===== src/cusf_pkg.sv =====
`default_nettype none
package cusf_pkg;
    localparam logic [4:0]  SCRATCH_NUM     = 5'h04;
    localparam logic [2:0]  SCRATCH_SEL     = 3'h2;
    localparam logic [4:0]  HWREN_NUM       = 5'h07;
    localparam logic [2:0]  HWREN_SEL       = 3'h0;
    localparam logic [4:0]  FAULT_NUM       = 5'h08;
    localparam logic [2:0]  FAULT_SEL       = 3'h0;
    localparam logic [4:0]  HWR_SCRATCH_NUM = 5'h1D;
    localparam int          HWREN_USER_BIT  = 29;
    localparam int          HWREN_MASK_LSB  = 0;
    localparam int          HWREN_MASK_W    = 4;
    localparam logic [31:0] HWREN_WR_MASK   = 32'h2000000F;
    localparam logic [31:0] SCRATCH_RESET   = 32'h00000000;
    localparam logic [31:0] HWREN_RESET     = 32'h00000000;
    localparam logic [31:0] FAULT_RESET     = 32'h00000000;
    localparam logic [31:0] PRIV_REGION     = 32'h80000000;
    typedef enum logic [1:0] {
        CUSF_SIZE_BYTE = 2'b00,
        CUSF_SIZE_HALF = 2'b01,
        CUSF_SIZE_WORD = 2'b10
    } cusf_size_t;
endpackage
`default_nettype wire


===== src/cusf_acc_if.sv =====
`default_nettype none
interface cusf_acc_if;
    logic                   valid;
    logic [31:0]            addr;
    cusf_pkg::cusf_size_t   size;
    logic                   unpriv;
    logic                   err;
    modport core  (output valid, output addr, output size, output unpriv, input err);
    modport check (input valid, input addr, input size, input unpriv, output err);
endinterface
`default_nettype wire


===== src/cusf_addr_check.sv =====
`default_nettype none
module cusf_addr_check (
    cusf_acc_if.check acc
);
    logic misaligned;
    logic priv_hit;

    // an illegal size code is treated as misaligned rather than silently passed
    assign misaligned = (acc.size == cusf_pkg::CUSF_SIZE_HALF) ? acc.addr[0] :
                        (acc.size == cusf_pkg::CUSF_SIZE_WORD) ? (acc.addr[1:0] != 2'b00) :
                        (acc.size == cusf_pkg::CUSF_SIZE_BYTE) ? 1'b0 : 1'b1;
    assign priv_hit   = acc.unpriv && (acc.addr >= cusf_pkg::PRIV_REGION);
    assign acc.err    = acc.valid && (misaligned || priv_hit);
endmodule
`default_nettype wire


===== src/cusf_regs.sv =====
// Functional notes
// - 32-bit scratch word, stores value, no effect
// - unprivileged read-hardware number 29 returns scratch when configured
// - enable bit 29 gates unprivileged scratch access
// - bits 31-30, 28-4 read zero, ignore writes
// - mask bits 3-0 read-write, reset zero, gate access
// - scratch enable bit exists only when configured
// - faulting address loaded on each address error
// - misaligned load, store, fetch raises address error
// - unprivileged access to privileged region errors
// - bus errors leave faulting address unchanged
// - unprivileged means user bit set, both levels clear
`default_nettype none
module cusf_regs #(
    parameter bit HAS_SCRATCH_ENABLE = 1'b1
) (
    input  wire logic                   mclk,
    input  wire logic                   rst_n,
    input  wire logic                   cp_wr,
    input  wire logic                   cp_rd,
    input  wire logic [4:0]             cp_num,
    input  wire logic [2:0]             cp_sel,
    input  wire logic [31:0]            cp_wdata,
    output var  logic [31:0]            cp_rdata,
    output var  logic                   cp_rvalid,
    input  wire logic                   user_mode_bit,
    input  wire logic                   exception_level_bit,
    input  wire logic                   error_level_bit,
    input  wire logic                   hwr_req,
    input  wire logic [4:0]             hwr_num,
    input  wire logic [127:0]           hwr_src,
    output var  logic [31:0]            hwr_rdata,
    output var  logic                   hwr_done,
    output var  logic                   hwr_ri_exc,
    input  wire logic                   acc_valid,
    input  wire logic [31:0]            acc_addr,
    input  wire cusf_pkg::cusf_size_t   acc_size,
    input  wire logic                   bus_err,
    output var  logic                   addr_err_exc,
    output var  logic [31:0]            fault_vaddr
);
    logic [31:0] user_scratch_word;
    logic [31:0] hw_read_enable;
    logic [31:0] faulting_address;
    logic        unpriv;
    logic        sel_scratch;
    logic        sel_hwren;
    logic        sel_fault;
    logic [31:0] wr_mask;
    logic [31:0] next_hwren;
    logic [31:0] next_rdata;
    logic        hwr_is_mask;
    logic        hwr_is_scratch;
    logic        hwr_known;
    logic        hwr_enabled;
    logic        hwr_allowed;
    logic [31:0] next_hwr_data;
    logic        addr_err;

    function automatic logic cp_hit(input logic [4:0] num, input logic [2:0] sel,
                                    input logic [4:0] rnum, input logic [2:0] rsel);
        return (num == rnum) && (sel == rsel);
    endfunction

    cusf_acc_if acc ();

    assign unpriv      = user_mode_bit && !exception_level_bit && !error_level_bit;
    assign sel_scratch = cp_hit(cp_num, cp_sel, cusf_pkg::SCRATCH_NUM, cusf_pkg::SCRATCH_SEL);
    assign sel_hwren   = cp_hit(cp_num, cp_sel, cusf_pkg::HWREN_NUM, cusf_pkg::HWREN_SEL);
    assign sel_fault   = cp_hit(cp_num, cp_sel, cusf_pkg::FAULT_NUM, cusf_pkg::FAULT_SEL);

    // without the optional enable the bit is simply not stored, so it reads zero
    assign wr_mask    = HAS_SCRATCH_ENABLE ? cusf_pkg::HWREN_WR_MASK
                        : (cusf_pkg::HWREN_WR_MASK & ~(32'h1 << cusf_pkg::HWREN_USER_BIT));
    assign next_hwren = cp_wdata & wr_mask;

    // unmapped numbers read zero; the faulting address is also driven out on fault_vaddr
    assign next_rdata = sel_scratch ? user_scratch_word :
                        sel_hwren   ? hw_read_enable :
                        sel_fault   ? faulting_address : 32'h00000000;

    assign hwr_is_mask    = (hwr_num < 5'(cusf_pkg::HWREN_MASK_W));
    assign hwr_is_scratch = HAS_SCRATCH_ENABLE && (hwr_num == cusf_pkg::HWR_SCRATCH_NUM);
    assign hwr_known      = hwr_is_mask || hwr_is_scratch;
    assign hwr_enabled    = hwr_is_scratch ? hw_read_enable[cusf_pkg::HWREN_USER_BIT]
                            : hw_read_enable[hwr_num[1:0]];
    assign hwr_allowed    = hwr_known && (!unpriv || hwr_enabled);
    assign next_hwr_data  = hwr_is_scratch ? user_scratch_word
                            : hwr_src[{hwr_num[1:0], 5'h00} +: 32];

    assign acc.valid  = acc_valid;
    assign acc.addr   = acc_addr;
    assign acc.size   = acc_size;
    assign acc.unpriv = unpriv;
    assign addr_err   = acc.err;

    cusf_addr_check u_check (
        .acc (acc.check)
    );

    // the scratch word is pure storage; nothing in the block looks at its value
    always_ff @(posedge mclk or negedge rst_n) begin
        if (!rst_n) begin
            user_scratch_word <= cusf_pkg::SCRATCH_RESET;
        end else if (cp_wr && sel_scratch) begin
            user_scratch_word <= cp_wdata;
        end
    end

    always_ff @(posedge mclk or negedge rst_n) begin
        if (!rst_n) begin
            hw_read_enable <= cusf_pkg::HWREN_RESET;
        end else if (cp_wr && sel_hwren) begin
            hw_read_enable <= next_hwren;
        end
    end

    // bus_err is deliberately absent: only address errors move this register
    always_ff @(posedge mclk or negedge rst_n) begin
        if (!rst_n) begin
            faulting_address <= cusf_pkg::FAULT_RESET;
        end else if (addr_err) begin
            faulting_address <= acc_addr;
        end
    end

    always_ff @(posedge mclk or negedge rst_n) begin
        if (!rst_n) begin
            cp_rdata  <= 32'h00000000;
            cp_rvalid <= 1'b0;
        end else begin
            cp_rdata  <= cp_rd ? next_rdata : 32'h00000000;
            cp_rvalid <= cp_rd;
        end
    end

    always_ff @(posedge mclk or negedge rst_n) begin
        if (!rst_n) begin
            hwr_rdata  <= 32'h00000000;
            hwr_done   <= 1'b0;
            hwr_ri_exc <= 1'b0;
        end else begin
            hwr_rdata  <= (hwr_req && hwr_allowed) ? next_hwr_data : 32'h00000000;
            hwr_done   <= hwr_req;
            hwr_ri_exc <= hwr_req && !hwr_allowed;
        end
    end

    always_ff @(posedge mclk or negedge rst_n) begin
        if (!rst_n) begin
            addr_err_exc <= 1'b0;
            fault_vaddr  <= cusf_pkg::FAULT_RESET;
        end else begin
            addr_err_exc <= addr_err;
            fault_vaddr  <= addr_err ? acc_addr : faulting_address;
        end
    end
endmodule
`default_nettype wire


===== config.mk =====
export PLATFORM = sky130hd
export DESIGN_NAME = cusf_regs
export DESIGN_NICKNAME = d
export VERILOG_FILES = /design/src/cusf_pkg.sv /design/src/cusf_acc_if.sv /design/src/cusf_addr_check.sv /design/src/cusf_regs.sv
export SDC_FILE = /design/constraint.sdc
export NUM_CORES = 1
export LEC_CHECK = 0
export BUFFER_PORTS_ARGS = -buffer_cell sky130_fd_sc_hd__buf_2
export CORE_AREA = 2 2 123 125
export CTS_CLUSTER_SIZE = 40
export DETAILED_ROUTE_END_ITERATION = 10
export DIE_AREA = 0 0 125 127
export PLACE_DENSITY = 0.8
export SYNTH_ARGS = -nofsm -noshare
export SYNTH_HDL_FRONTEND = slang
export SYNTH_SLANG_ARGS = --single-unit

===== constraint.sdc =====
create_clock -name mclk -period 2.5 [get_ports mclk]
set_clock_uncertainty 0.1 [all_clocks]
set_input_delay 0.25 -clock mclk [delete_from_list [all_inputs] [get_ports mclk]]
set_output_delay 0.25 -clock mclk [all_outputs]
set_load 0.03 [all_outputs]

==> flow_summary_export.csv <==
group,metric,value,unit
status,outcome,"finished, final reports clean",
cells_and_area,area_delta_synth_final,50.7,%
power,p_sw_share,26.0,%
floorplan,dieArea,15900,µm²
sta,rsz0062_at_grt,"false",
logic_synthesis,yosysTopAreaCellShare,55.2,%
sta,finalSetupTns,0,ps
grt,grt_pass1_vias,5741,
grt,grt_max_degree,57,
worst_setup_path,crit_required,2700,ps
logic_synthesis,ys_seq_elements,137,
worst_setup_path,crit_type,"in2reg",
cells_and_area,post-route-util,65.0,%
floorplan,pin_count,317,
sta,slew_headroom,59.1,%
floorplan,num_rows,44,
power,seq_power_share,40.0,%
worst_setup_path,cp-start-kind,"primary input",
placed_design,hpwl,13.9,mm
logic_synthesis,yosys.cell_count.top_type,"dfrtp_1",
sta,hold_viol,0,
logic_synthesis,seq_area_frac_synth,55.2,%
logic_synthesis,netlist_area,6220,µm²
logic_synthesis,synthTopCellsByCount,"dfrtp_1 (137), mux2_2 (38), mux4_2 (33), nor2_1 (33), mux2i_1 (32)",
grt,grt_pass1_wl,31.0,mm
routing,drt-initial-drc-count,310,
flow_run,cap_violations,0,
logic_synthesis,synth_nets,649,
floorplan,core_area,14400,µm²
routing,detail_route.wirelength,19.9,mm
sta,slew_viol_final,0,
floorplan,die_w,125,µm
logic_synthesis,syn_inst,432,
routing,drc,0,
grt,groute.usage.overall,25.7,%
floorplan,die_h,127,µm
clock_tree,cts_tree,"yes",
placed_design,port_buffers,315,
worst_setup_path,r2r_end,"hwr_rdata[3]$_DFF_PN0_",
power,power_frac_comb,16.9,%
min_path,hold_depth,2,
worst_setup_path,path_max_fanout,21,
clock_tree,ctsLongestPathBuffers,2,
clock_tree,htree_levels,4,
clock_tree,clk_pin_slew_worst_paths,60,ps
floorplan,start_util,43.1,%
worst_setup_path,end_kind,"flop",
clock_tree,cts_sinks,137,
grt,antenna_found_initial,1,
min_path,holdPathEnd,"faulting_address[0]$_DFFE_PN0P_",
logic_synthesis,syn_area_per_cell,14.4,µm²
power,p_switching,1.61,mW
worst_setup_path,reg2reg_from,"hw_read_enable[0]$_DFFE_PN0P_",
routing,post_drt_wl_per_cell,19.6,µm
sta,setup_viol,0,
clock_tree,cts_setup_buffers,0,
placed_design,dp_cells,917,
power,internal_power,4.57,mW
logic_synthesis,async_reset_ff_share,100,%
min_path,hold_start,"acc_addr[0]",
worst_setup_path,cp.arrival,2260,ps
clock_tree,cts_root_buf,"clkbuf_16",
sta,min_period_over_period,82.4,%
logic_synthesis,synthFlopType,"dfrtp_1",
power,pwr_density_cell,660,nW/µm²
worst_setup_path,reg2regPathDepth,5,
cells_and_area,drive_gt1_share,53.1,%
placed_design,gp_congestion,0.829,
clock_tree,numCtsBuffers,17,
routing,first_pass_iters,5,
clock_tree,insertion_delay,420,ps
routing,viasPerCell,5.28,
sta,fmax,485,MHz
routing,vias,5373,
logic_synthesis,yosysTopAreaCell,"dfrtp_1",
min_path,min-delay-path-class,"in2reg",
sta,tightest_slew,613,ps
clock_tree,cts_resized,0,
worst_setup_path,reg2reg_slack,590,ps
cells_and_area,finalNonFillerCells,1017,
logic_synthesis,synth_warnings,0,
logic_synthesis,synth_cell_types,33,
logic_synthesis,synth_edf_count,0,
power,peakVddDrop,0.465,mV
sta,period_needed,2060,ps
power,leakage,4.95,nW
routing,antenna_left,0,
cells_and_area,fin_nets,1034,
clock_tree,ctsHoldBuffers,65,
grt,grt_overflow,0,
cells_and_area,fillers,1088,
logic_synthesis,synthTopCellsByArea,"dfrtp_1 (55%), mux4_2 (12%), mux2_2 (6.9%)",
power,p_clk_share,43.1,%
-- final cells by class --
type                       count  area, µm²  area share [%]
sequential                   137       3430            36.6
antenna                        3       7.51          0.0801
clock buffer                  21        460            4.91
inverter                       2       7.51          0.0801
timing repair buffer         397       2400            25.6
tap                          184        230            2.46
clock inverter                11        169            1.80
multi-input combinational    262       2670            28.5
-- worst max-delay path: stages --
cell           delay, ps
dlygate4sd3_1        540
buf_2                130
o21a_1               180
o22a_1               230
o21ai_4              180
buf_4                350
mux2_2               390
-- cells in the final DEF, fill, tap and decap left out, types with 2 or more instances in the layout --
master,netlist,layout
a221oi_1,5,5
a22oi_1,26,26
buf_12,0,3
buf_2,22,314
buf_4,0,14
bufinv_16,0,4
clkbuf_1,9,2
clkbuf_16,0,17
clkbuf_8,0,2
clkinv_2,0,3
clkinv_4,0,2
dfrtp_1,137,137
diode_2,0,3
dlygate4sd3_1,0,65
inv_1,2,2
mux2_1,30,30
mux2_2,38,38
mux2i_1,32,32
mux4_2,33,33
nand2_1,7,6
nand2_2,1,2
nor2_1,33,33
nor2b_1,27,27
nor3_4,1,2
nor3b_1,6,6
nor4_1,5,5
o21a_1,2,2
o21ai_4,0,2
-- flip-flops by register name, indices dropped and copies added, names as in the netlist --
| name | count |
|---|---|
| hw_read_enable | 5 |
| hwr_done | 1 |
| hwr_rdata | 32 |
| user_scratch_word | 32 |
| cp_rvalid | 1 |
| addr_err_exc | 1 |
| faulting_address | 32 |
| hwr_ri_exc | 1 |
| cp_rdata | 32 |
-- through the flow --
stage | power [mW] | setup WS [ps] | hold WS (ps) | area (µm²)
final | 6.18 | 440 | 16.6 | 9370
after global placement | 3.44 | 353 | 143 | 8080
after floorplan | 3.02 | 555 | -146 | 6220
after CTS | 6.21 | 470 | 5.03 | 9360
after detailed placement | 3.46 | 262 | 139 | 8080
after global routing | 6.40 | 374 | 27.7 | 9360
-- power by group through the flow --
stage	registers [mW]	logic [mW]	clock network [mW]
after floorplan	2.70	0.320	0
after global placement	2.50	0.943	0
after detailed placement	2.50	0.960	0
after CTS	2.47	1.04	2.69
after global routing	2.49	1.11	2.80
final	2.47	1.04	2.66
-- per-layer routing --
layer  wire length [µm]  global-route usage [%]  part of all wire [%]
met1               7600                    30.2                    38
met2              10400                    44.8                    52
met3               1340                    6.32                   6.7
met4                613                    11.9                   3.1
met5                  0                       0                     0
-- how the worst max path moves through the flow --
stage / from / endpoint / slack [ps] / cells past startpoint
floorplan: hwr_num[0] / hwr_rdata[21]$_DFF_PN0_ / 560 / 6
global placement: cp_num[4] / cp_rdata[12]$_DFF_PN0_ / 350 / 6
detailed placement: cp_num[4] / cp_rdata[4]$_DFF_PN0_ / 260 / 6
CTS: acc_addr[1] / faulting_address[29]$_DFFE_PN0P_ / 470 / 7
global route: acc_addr[1] / faulting_address[26]$_DFFE_PN0P_ / 370 / 7
finish: acc_addr[1] / faulting_address[26]$_DFFE_PN0P_ / 440 / 7
-- kinds of logic (layout without fill, tap and decap cells) --
family / count (synthesis) / in the layout / share of synthesized area [%]
AOI/OAI and AO/OA: 40 / 40 / 4.93
buffers and inverters: 33 / 431 / 2.44
DFF: 137 / 137 / 55.2
muxes: 133 / 133 / 29.4
other: 0 / 3 / 0
and+or+nand+nor: 89 / 89 / 8.05
Note: power is estimated with default switching activity, not from simulation.
